## config.mk

```make
export PLATFORM = sky130hd
export DESIGN_NAME = ghu_host_uart
export DESIGN_NICKNAME = d
export VERILOG_FILES = /design/src/rtl/ghu_pkg.sv /design/src/rtl/ghu_host_uart.sv /design/src/rtl/ghu_fifo.sv
export SDC_FILE = /design/constraint.sdc
export NUM_CORES = 1
export LEC_CHECK = 0
export ABC_AREA = 0
export BUFFER_PORTS_ARGS = -buffer_cell sky130_fd_sc_hd__buf_2
export CAP_MARGIN = 20
export CORE_MARGIN = 2
export CORE_UTILIZATION = 46
export CTS_BUF_LIST = sky130_fd_sc_hd__clkbuf_8 sky130_fd_sc_hd__clkbuf_16
export DETAILED_ROUTE_END_ITERATION = 8
export PLACE_DENSITY = 0.65
export SETUP_SLACK_MARGIN = 0.5
export SLEW_MARGIN = 20
export SYNTH_ARGS = -nofsm -noshare
export SYNTH_HDL_FRONTEND = slang
export SYNTH_SLANG_ARGS = --single-unit
```

## constraint.sdc

```tcl
create_clock -name clk -period 7.4 [get_ports clk]
set_clock_uncertainty 0.15 [all_clocks]
set_input_delay 0 -clock clk [delete_from_list [all_inputs] [get_ports clk]]
set_output_delay 0 -clock clk [all_outputs]
set_load 0.005 [all_outputs]
```

## src/rtl/ghu_pkg.sv

```systemverilog
// ------------------------------------------------------------
// shared constants and types for the host serial port
// ------------------------------------------------------------
package ghu_pkg;

  // ----------------------------------------------------------
  // clock and link timing
  // ----------------------------------------------------------
  localparam int CLK_HZ = 250_000_000; // core clock rate
  localparam int CLK_PERIOD_NS = 4; // core clock period
  localparam int LINK_BPS = 38400; // default line rate
  localparam int BIT_CYC = CLK_HZ / LINK_BPS; // cycles per bit, rounded down
  localparam int MS_NS = 1_000_000; // one millisecond in ns
  localparam int MS_CYC = MS_NS / CLK_PERIOD_NS; // cycles per ms tick
  localparam int ASSIST_DAYS = 3; // prediction horizon in days
  localparam int MS_PER_DAY = 86_400_000; // ms in one day
  localparam int ASSIST_MS = ASSIST_DAYS * MS_PER_DAY; // horizon in ms

  // ----------------------------------------------------------
  // frame layout
  // ----------------------------------------------------------
  localparam int DATA_BITS = 8; // data bits per frame
  localparam int STOP_BITS = 1; // stop bits per frame
  localparam logic LINE_IDLE = 1'h1; // idle and stop level
  localparam logic LINE_START = 1'h0; // start bit level
  localparam int FIFO_DEPTH = 16; // transmit buffer depth

  // ----------------------------------------------------------
  // sentence characters and command letters
  // ----------------------------------------------------------
  localparam logic [7:0] CH_DOLLAR = 8'h24; // sentence start
  localparam logic [7:0] CH_STAR = 8'h2a; // checksum marker
  localparam logic [7:0] CH_CR = 8'h0d; // carriage return
  localparam logic [7:0] CH_LF = 8'h0a; // line feed
  localparam logic [7:0] CMD_NORMAL = 8'h4e; // 'N' full power
  localparam logic [7:0] CMD_STANDBY = 8'h53; // 'S' standby
  localparam logic [7:0] CMD_PERIODIC = 8'h50; // 'P' periodic
  localparam logic [7:0] CMD_ADAPTIVE = 8'h41; // 'A' adaptive periodic

  // ----------------------------------------------------------
  // default interval lengths in ms
  // ----------------------------------------------------------
  localparam logic [31:0] PER_RUN_MS = 32'h0000_03e8; // periodic run time
  localparam logic [31:0] PER_SLEEP_MS = 32'h0000_0fa0; // periodic sleep time
  localparam logic [31:0] ADP_RUN_MS = 32'h0000_01f4; // adaptive base run
  localparam logic [31:0] ADP_SLEEP_MS = 32'h0000_2710; // adaptive base sleep

  // power modes
  typedef enum logic [1:0] {
    MODE_NORMAL,
    MODE_STANDBY,
    MODE_PERIODIC,
    MODE_ADAPTIVE
  } ghu_mode_e;

  // navigation fix handed to the logger
  typedef struct packed {
    logic [31:0] utc;
    logic [31:0] lat;
    logic [31:0] lon;
    logic valid;
  } ghu_fix_s;

  // one stored logger record
  typedef struct packed {
    ghu_fix_s fix;
    logic [7:0] csum;
  } ghu_log_s;

endpackage

```

## src/rtl/ghu_host_uart.sv

```systemverilog
`timescale 1ns/1ps
`default_nettype none
// What this block does
// - one full duplex port, separate paths
// - eight data bits, no parity, one stop
// - least significant data bit sent first
// - sentences out, host commands in
// - standby command puts module in standby
// - any received byte wakes from standby
// - periodic mode alternates run and sleep
// - adaptive mode picks own interval lengths
// - logger record holds fix and checksum
// - orbit prediction usable three days ahead
// - link runs at 38400 bits per second
// - sentences start dollar, end CR LF, checksummed
module ghu_host_uart #(
  // bit timer from default line rate
  parameter int BIT_CYCLES = ghu_pkg::BIT_CYC,
  parameter int MS_CYCLES = ghu_pkg::MS_CYC,
  parameter logic [31:0] ASSIST_LIMIT_MS = 32'(ghu_pkg::ASSIST_MS)
) (
  input wire logic clk,
  input wire logic arst_n,
  input wire logic serial_in_line,
  output logic serial_out_line,
  input wire logic [7:0] nav_data,
  input wire logic nav_valid,
  output logic nav_ready,
  input wire logic [1:0] motion_level,
  input wire ghu_pkg::ghu_fix_s fix_in,
  input wire logic fix_strobe,
  input wire logic orbit_predicted,
  input wire logic sat_data_poor,
  output ghu_pkg::ghu_mode_e power_mode,
  output logic low_power,
  output logic [7:0] rx_data,
  output logic rx_strobe,
  output logic frame_error,
  output ghu_pkg::ghu_log_s log_record,
  output logic log_write,
  output logic use_assist
);

  // ----------------------------------------------------------
  // helpers
  // ----------------------------------------------------------
  // ascii hex digit to nibble
  function automatic logic [3:0] hex_val(input logic [7:0] c);
    hex_val = (c >= 8'h41) ? 4'(c[3:0] + 4'h9) : c[3:0];
  endfunction

  // ----------------------------------------------------------
  // ms tick divider
  // ----------------------------------------------------------
  logic [17:0] ms_cnt_reg, ms_cnt_next; // cycles within a ms
  logic ms_tick; // one-cycle ms enable
  always_comb begin
    ms_tick = (ms_cnt_reg == 18'(MS_CYCLES - 1));
    ms_cnt_next = ms_tick ? '0 : ms_cnt_reg + 1'b1;
  end

  // ----------------------------------------------------------
  // receiver
  // ----------------------------------------------------------
  logic rx_busy_reg, rx_busy_next; // frame in progress
  logic [15:0] rx_cnt_reg, rx_cnt_next; // bit timer
  logic [3:0] rx_bit_reg, rx_bit_next; // bit index, 0 is start
  logic [7:0] rx_sh_reg, rx_sh_next; // shift register
  logic [7:0] rx_data_next; // captured byte
  logic rx_stb_next, ferr_next; // one-cycle results
  logic rx_done; // any byte finished, good or bad
  always_comb begin
    rx_busy_next = rx_busy_reg;
    rx_cnt_next = rx_cnt_reg;
    rx_bit_next = rx_bit_reg;
    rx_sh_next = rx_sh_reg;
    rx_data_next = rx_data;
    rx_stb_next = 1'b0;
    ferr_next = 1'b0;
    rx_done = 1'b0;
    if (!rx_busy_reg) begin
      // low start bit, first sample half a bit in
      if (serial_in_line == ghu_pkg::LINE_START) begin
        rx_busy_next = 1'b1;
        rx_cnt_next = 16'(BIT_CYCLES / 2);
        rx_bit_next = '0;
      end
    end else if (rx_cnt_reg != '0) begin
      rx_cnt_next = rx_cnt_reg - 1'b1;
    end else begin
      rx_cnt_next = 16'(BIT_CYCLES - 1);
      rx_bit_next = rx_bit_reg + 1'b1;
      if (rx_bit_reg == '0) begin
        // false start: line back high at centre
        if (serial_in_line != ghu_pkg::LINE_START) begin
          rx_busy_next = 1'b0;
        end
      end else if (rx_bit_reg <= 4'(ghu_pkg::DATA_BITS)) begin
        // first data bit lands in bit 0
        rx_sh_next = {serial_in_line, rx_sh_reg[7:1]};
      end else begin
        rx_busy_next = 1'b0;
        rx_done = 1'b1;
        // low stop bit flags and drops the byte
        if (serial_in_line == ghu_pkg::LINE_IDLE) begin
          rx_data_next = rx_sh_reg;
          rx_stb_next = 1'b1;
        end else begin
          ferr_next = 1'b1;
        end
      end
    end
  end

  // ----------------------------------------------------------
  // command sentence parser
  // ----------------------------------------------------------
  typedef enum logic [2:0] {
    P_IDLE, P_CMD, P_BODY, P_SUM_HI, P_SUM_LO, P_CR, P_LF
  } ghu_parse_e;
  ghu_parse_e ps_reg, ps_next; // parser state
  logic [7:0] xs_reg, xs_next; // running xor of body
  logic [7:0] cmd_reg, cmd_next; // command letter
  logic [3:0] hi_reg, hi_next; // upper checksum nibble
  logic sum_ok_reg, sum_ok_next; // checksum matched
  logic cmd_fire; // whole sentence accepted
  always_comb begin
    ps_next = ps_reg;
    xs_next = xs_reg;
    cmd_next = cmd_reg;
    hi_next = hi_reg;
    sum_ok_next = sum_ok_reg;
    cmd_fire = 1'b0;
    if (rx_stb_next) begin
      if (rx_data_next == ghu_pkg::CH_DOLLAR) begin
        ps_next = P_CMD;
        xs_next = '0;
      end else begin
        case (ps_reg)
          P_CMD: begin
            cmd_next = rx_data_next;
            xs_next = rx_data_next;
            ps_next = P_BODY;
          end
          P_BODY: begin
            if (rx_data_next == ghu_pkg::CH_STAR) begin
              ps_next = P_SUM_HI;
            end else begin
              xs_next = xs_reg ^ rx_data_next;
            end
          end
          P_SUM_HI: begin
            hi_next = hex_val(rx_data_next);
            ps_next = P_SUM_LO;
          end
          P_SUM_LO: begin
            sum_ok_next = ({hi_reg, hex_val(rx_data_next)} == xs_reg);
            ps_next = P_CR;
          end
          P_CR: begin
            ps_next = (rx_data_next == ghu_pkg::CH_CR) ? P_LF : P_IDLE;
          end
          P_LF: begin
            // accept only after CR LF with good checksum
            cmd_fire = (rx_data_next == ghu_pkg::CH_LF) && sum_ok_reg;
            ps_next = P_IDLE;
          end
          default: begin
            ps_next = P_IDLE;
          end
        endcase
      end
    end
  end

  // ----------------------------------------------------------
  // power mode control
  // ----------------------------------------------------------
  ghu_pkg::ghu_mode_e mode_reg, mode_next; // current power mode
  logic asleep_reg, asleep_next; // sleep phase of cycling modes
  logic [31:0] ivl_reg, ivl_next; // ms left in this phase
  always_comb begin
    mode_next = mode_reg;
    asleep_next = asleep_reg;
    ivl_next = ivl_reg;
    if (cmd_fire) begin
      asleep_next = 1'b0;
      case (cmd_reg)
        ghu_pkg::CMD_STANDBY: mode_next = ghu_pkg::MODE_STANDBY;
        ghu_pkg::CMD_PERIODIC: begin
          mode_next = ghu_pkg::MODE_PERIODIC;
          ivl_next = ghu_pkg::PER_RUN_MS;
        end
        ghu_pkg::CMD_ADAPTIVE: begin
          mode_next = ghu_pkg::MODE_ADAPTIVE;
          ivl_next = ghu_pkg::ADP_RUN_MS << motion_level;
        end
        ghu_pkg::CMD_NORMAL: mode_next = ghu_pkg::MODE_NORMAL;
        default: mode_next = mode_reg;
      endcase
    end else if (mode_reg == ghu_pkg::MODE_STANDBY) begin
      // any finished byte wakes, even a bad one
      if (rx_done) begin
        mode_next = ghu_pkg::MODE_NORMAL;
      end
    end else if (mode_reg != ghu_pkg::MODE_NORMAL && ms_tick) begin
      if (ivl_reg > 32'h1) begin
        ivl_next = ivl_reg - 1'b1;
      end else begin
        // swap run and sleep until told otherwise
        asleep_next = !asleep_reg;
        if (mode_reg == ghu_pkg::MODE_PERIODIC) begin
          ivl_next = asleep_reg ? ghu_pkg::PER_RUN_MS : ghu_pkg::PER_SLEEP_MS;
        end else begin
          // more motion, shorter sleep and longer run
          ivl_next = asleep_reg ? ghu_pkg::ADP_RUN_MS << motion_level
                                : ghu_pkg::ADP_SLEEP_MS >> motion_level;
        end
      end
    end
  end

  // ----------------------------------------------------------
  // transmit buffer and transmitter
  // ----------------------------------------------------------
  logic [7:0] tf_data; // byte at buffer head
  logic tf_valid, tf_ready; // buffer head handshake
  ghu_fifo #(.WIDTH(8), .DEPTH(ghu_pkg::FIFO_DEPTH)) u_txq (
    .clk(clk),
    .arst_n(arst_n),
    .in_data(nav_data),
    .in_valid(nav_valid),
    .in_ready(nav_ready),
    .out_data(tf_data),
    .out_valid(tf_valid),
    .out_ready(tf_ready)
  );

  logic tx_busy_reg, tx_busy_next; // frame on the line
  logic [15:0] tx_cnt_reg, tx_cnt_next; // bit timer
  logic [3:0] tx_bit_reg, tx_bit_next; // bits left in frame
  logic [9:0] tx_sh_reg, tx_sh_next; // stop, data, start
  always_comb begin
    tx_busy_next = tx_busy_reg;
    tx_cnt_next = tx_cnt_reg;
    tx_bit_next = tx_bit_reg;
    tx_sh_next = tx_sh_reg;
    // transmit runs independent of receive; held while asleep
    tf_ready = !tx_busy_reg && !low_power;
    if (tf_ready && tf_valid) begin
      tx_busy_next = 1'b1;
      tx_sh_next = {ghu_pkg::LINE_IDLE, tf_data, ghu_pkg::LINE_START};
      tx_bit_next = 4'(ghu_pkg::DATA_BITS + ghu_pkg::STOP_BITS + 1);
      tx_cnt_next = 16'(BIT_CYCLES - 1);
    end else if (tx_busy_reg) begin
      if (tx_cnt_reg != '0) begin
        tx_cnt_next = tx_cnt_reg - 1'b1;
      end else begin
        // shift right so bit 0 leaves first
        tx_sh_next = {ghu_pkg::LINE_IDLE, tx_sh_reg[9:1]};
        tx_bit_next = tx_bit_reg - 1'b1;
        tx_cnt_next = 16'(BIT_CYCLES - 1);
        tx_busy_next = (tx_bit_reg != 4'h1);
      end
    end
  end

  // ----------------------------------------------------------
  // logger record and orbit assist age
  // ----------------------------------------------------------
  ghu_pkg::ghu_log_s log_next; // record being built
  logic [31:0] age_reg, age_next; // ms since prediction
  logic pred_ok_reg, pred_ok_next; // prediction held
  always_comb begin
    // record is fix plus xor of its bytes
    log_next = log_record;
    if (fix_strobe) begin
      log_next.fix = fix_in;
      log_next.csum = fix_in.utc[31:24] ^ fix_in.utc[23:16] ^ fix_in.utc[15:8]
        ^ fix_in.utc[7:0] ^ fix_in.lat[31:24] ^ fix_in.lat[23:16]
        ^ fix_in.lat[15:8] ^ fix_in.lat[7:0] ^ fix_in.lon[31:24]
        ^ fix_in.lon[23:16] ^ fix_in.lon[15:8] ^ fix_in.lon[7:0]
        ^ {7'h00, fix_in.valid};
    end
    age_next = age_reg;
    pred_ok_next = pred_ok_reg;
    if (orbit_predicted) begin
      age_next = '0;
      pred_ok_next = 1'b1;
    end else if (pred_ok_reg && ms_tick) begin
      age_next = age_reg + 1'b1;
      pred_ok_next = (age_reg + 1'b1 < ASSIST_LIMIT_MS);
    end
  end
  assign use_assist = pred_ok_reg && sat_data_poor;

  // ----------------------------------------------------------
  // outputs from state
  // ----------------------------------------------------------
  assign power_mode = mode_reg;
  assign low_power = (mode_reg == ghu_pkg::MODE_STANDBY) || asleep_reg;
  assign serial_out_line = tx_sh_reg[0];

  // ----------------------------------------------------------
  // all state registers
  // ----------------------------------------------------------
  always_ff @(posedge clk or negedge arst_n) begin
    if (!arst_n) begin
      ms_cnt_reg <= '0;
      rx_busy_reg <= 1'b0;
      rx_cnt_reg <= '0;
      rx_bit_reg <= '0;
      rx_sh_reg <= '0;
      rx_data <= '0;
      rx_strobe <= 1'b0;
      frame_error <= 1'b0;
      ps_reg <= P_IDLE;
      xs_reg <= '0;
      cmd_reg <= '0;
      hi_reg <= '0;
      sum_ok_reg <= 1'b0;
      mode_reg <= ghu_pkg::MODE_NORMAL;
      asleep_reg <= 1'b0;
      ivl_reg <= '0;
      tx_busy_reg <= 1'b0;
      tx_cnt_reg <= '0;
      tx_bit_reg <= '0;
      tx_sh_reg <= '1;
      log_record <= '0;
      log_write <= 1'b0;
      age_reg <= '0;
      pred_ok_reg <= 1'b0;
    end else begin
      ms_cnt_reg <= ms_cnt_next;
      rx_busy_reg <= rx_busy_next;
      rx_cnt_reg <= rx_cnt_next;
      rx_bit_reg <= rx_bit_next;
      rx_sh_reg <= rx_sh_next;
      rx_data <= rx_data_next;
      rx_strobe <= rx_stb_next;
      frame_error <= ferr_next;
      ps_reg <= ps_next;
      xs_reg <= xs_next;
      cmd_reg <= cmd_next;
      hi_reg <= hi_next;
      sum_ok_reg <= sum_ok_next;
      mode_reg <= mode_next;
      asleep_reg <= asleep_next;
      ivl_reg <= ivl_next;
      tx_busy_reg <= tx_busy_next;
      tx_cnt_reg <= tx_cnt_next;
      tx_bit_reg <= tx_bit_next;
      tx_sh_reg <= tx_sh_next;
      log_record <= log_next;
      log_write <= fix_strobe;
      age_reg <= age_next;
      pred_ok_reg <= pred_ok_next;
    end
  end

endmodule
`default_nettype wire

```

## src/rtl/ghu_fifo.sv

```systemverilog
`timescale 1ns/1ps
`default_nettype none
// ------------------------------------------------------------
// small fifo with registered output stage
// ------------------------------------------------------------
module ghu_fifo #(
  parameter int WIDTH = 8,
  parameter int DEPTH = 16
) (
  input wire logic clk,
  input wire logic arst_n,
  input wire logic [WIDTH-1:0] in_data,
  input wire logic in_valid,
  output logic in_ready,
  output logic [WIDTH-1:0] out_data,
  output logic out_valid,
  input wire logic out_ready
);
  localparam int AW = $clog2(DEPTH);

  logic [WIDTH-1:0] mem [DEPTH]; // storage words
  logic [AW-1:0] wr_reg, wr_next; // write pointer
  logic [AW-1:0] rd_reg, rd_next; // read pointer
  logic [AW:0] cnt_reg, cnt_next; // words held in storage
  logic [WIDTH-1:0] dout_reg, dout_next; // output word
  logic ov_reg, ov_next; // output word valid
  logic push, pop; // storage strobes

  assign in_ready = (cnt_reg < (AW+1)'(DEPTH));
  assign out_data = dout_reg;
  assign out_valid = ov_reg;

  // next pointer, count and output stage
  always_comb begin
    push = in_valid && in_ready;
    pop = (cnt_reg != '0) && (!ov_reg || out_ready);
    wr_next = push ? wr_reg + 1'b1 : wr_reg;
    rd_next = pop ? rd_reg + 1'b1 : rd_reg;
    cnt_next = cnt_reg + (AW+1)'(push) - (AW+1)'(pop);
    dout_next = pop ? mem[rd_reg] : dout_reg;
    ov_next = pop ? 1'b1 : (out_ready ? 1'b0 : ov_reg);
  end

  // register state
  always_ff @(posedge clk or negedge arst_n) begin
    if (!arst_n) begin
      wr_reg <= '0;
      rd_reg <= '0;
      cnt_reg <= '0;
      dout_reg <= '0;
      ov_reg <= 1'b0;
    end else begin
      wr_reg <= wr_next;
      rd_reg <= rd_next;
      cnt_reg <= cnt_next;
      dout_reg <= dout_next;
      ov_reg <= ov_next;
    end
  end

  // storage write, no reset needed
  always_ff @(posedge clk) begin
    if (push) begin
      mem[wr_reg] <= in_data;
    end
  end

endmodule
`default_nettype wire

```

==> qor.yml <==
cts_buffers: 47
p_leak_nw: 10.7
hold_viol_final: 0
synth-compound-area-share_pct: 7.89
die_w_um: 217
cts.sinks: 435
grt_max_degree: 84
drv_slew: 0
start_util_pct: 46.3
required_ns: 7.71
crit_path_end_kind: "register"
synth_cell_type_count: 83
routed_via_density: 5.42
synthesis.area_mm2: 0.0209
ys_seq_area_share_pct: 55.3
cts_resized: 0
antenna_found_initial: 2
drive_above_1_share_pct: 23.4
final_cell_mix: "297 x dfrtp_1, 233 x buf_2, 163 x nor2_1"
hold_depth: 3
r2r.worst_path.cells: 16
grt_first_pass_wirelength_um: 81400
dr_total_vias: 15100
drt-wirelength-per-cell_um: 18.0
drt_iter0_drc: 1122
worst_pin_slew_ns: 0.979
synth-xor-area-share_pct: 7.47
fin_crit_sh_pct: 78.7
period_minus_slack_ns: 5.82
async_flop_share_pct: 70.6
synth-simple-area-share_pct: 13.3
final_common_cell: "dfrtp_1"
status: "completed"
post-route-util_pct: 56.9
grt_use_total_pct: 21.4
setup_viol_count_final: 0
drt_pre_antenna_iters: 5
dieHeight_um: 217
reg_top3: "u_txq.mem: 128 flops, log_record: 105 flops"
hpwl_um: 33000
cts_tree: "built"
setup-tns-final_ns: 0
area_growth_syn_to_layout_pct: 22.9
port_buffers: 235
root_buffer: "clkbuf_16"
synthMuxAreaShare_pct: 11.5
ir_drop_mv: 0.154
synth_top_family_by_area: "simple AND/OR/NAND/NOR gates"
wl_um: 50200
die_area_mm2: 0.0471
fmax_ghz: 0.172
synthAdderAreaFrac_pct: 2.07
drc: 0
avgSynthCellArea_um2: 11.7
crit_type: "reg2reg"
synth_seq_cells: 435
dp_cells: 2556
cts_buffer_depth: 3
core-area_mm2: 0.0451
synth.net_count: 1936
nets: 2298
final_area_mm2: 0.0256
gp_congestion: 0.904
regMostFlops: "u_txq.mem"
ios: 236
postCtsSetupRepairBufs: 0
ctsHoldBuffers: 145
synthCells: 1788
grt_pass1_vias: 15300
worstSkewPairLatency_ns: 0.59
powerDensity_mw_per_mm2: 230
critical_path.max_fanout: 23
synth_edf_count: 128
overflow: 0
place_area_mm2: 0.0226
arrival_ns: 6.13
synth_ff_type: "dfrtp_1"
p_total_mw: 5.90
ant_nets: 0
hold_path_class: "in2reg"
maxSlewHeadroom_pct: 34.8
path_clk_slew_ns: 0.06
cap_viol_max_count: 0
synth_warnings: 0
largest_reg_flops: 128
crit_path_start_kind: "register"
h-tree-depth: 2
rsz0062_at_grt: "no"
rows: 78
stdcell_count: 2788
metrics by stage:
step	hold slack, ns	setup WS (ns)
after floorplan	-0.446	3.02
after detailed placement	-0.103	1.65
after global routing	0.0647	1.05
final	0.0718	1.58
after CTS	0.0251	1.64
after global placement	-0.103	1.89
synthesized netlist by cell type (7+ instances only):
cell      number  area, µm²
a211oi_1       9       67.6
mux2_2       114       1280
mux2i_1       14        140
o31ai_1       11       82.6
ha_1          33        413
nand4_1       22        138
nor4_1        19        119
dfrtp_1      298       7460
edfxtp_1     128       3840
and3_1        14       87.6
buf_2          7       35.0
nand2b_1      15       93.8
nand2_1      147        552
xor2_1        45        394
buf_1         10       37.5
o211ai_1      17        128
nor3_1        41        205
nor2b_1       15       93.8
nand3_1       61        305
a31oi_1       23        144
and2_1         7       43.8
clkbuf_1      61        229
xnor2_1      133       1160
inv_1         46        173
o21ai_0      107        536
nor2_1       163        612
a21oi_1       58        290
or3_1         18        113
mux4_2        41        923
dfstp_2        9        236
area by class of cell:
class | count | area [µm²]
Antenna cell | 2 | 5.00
Timing Repair Buffer | 395 | 2770
Clock buffer | 55 | 1300
Clock inverter | 30 | 270
Multi-Input combinational cell | 1223 | 8830
Inverter | 48 | 183
Sequential cell | 435 | 11500
Tap cell | 600 | 751
Fill cell | 3683 | 19400
worst max-delay path: stages (launching register included):
cell and delay (ns):
dfrtp_1 0.42, inv_1 0.10, ha_1 0.14, nor3b_1 0.30, nand4_2 0.46, or2_1 0.43, inv_4 0.19, mux2i_2 0.49
ha_1 0.24, nor4bb_1 0.37, nand3_1 0.19, a2111oi_4 0.67, nand3b_1 0.32, and2_1 0.69, nor2_2 0.15, nand2_1 0.22
o21ai_0 0.11
power by group:
part / internal (mW) / switching [mW]
Sequential: 2.65 / 0.123
Combinational: 0.380 / 0.383
Clock: 1.39 / 0.969
Total: 4.42 / 1.48
layer usage:
metal | global-route usage (%) | vias up | wire, µm
met1 | 28.1 | 7507 | 21900
met4 | 7.90 | 0 | 1610
met2 | 36.0 | 370 | 24700
met3 | 3.35 | 112 | 2010
li1 | - | 7131 | -
met5 | 0 | - | 0
path summary, 6_finish.rpt:
path,slack [ns],start,end
max,1.58,rx_cnt_reg[0],ivl_reg[26]
min,0.07,fix_in[24],log_record[32]
max reg2reg,1.58,rx_cnt_reg[0],ivl_reg[26]
min reg2reg,0.33,ivl_reg[29],ivl_reg[29]
max in group asynchronous,5.20,arst_n,rx_bit_reg[2]
min in group asynchronous,0.53,arst_n,log_record[62]
cells by family after synthesis:
logic type / count (synthesis)
multiplexers: 172
AO/OA/AOI/OAI: 271
XOR/XNOR: 178
AND/OR/NAND/NOR: 568
flip-flops: 435
buffers and inverters: 130
adder cells (fa/ha/maj): 34
Note: power is estimated with default switching activity, not from simulation.
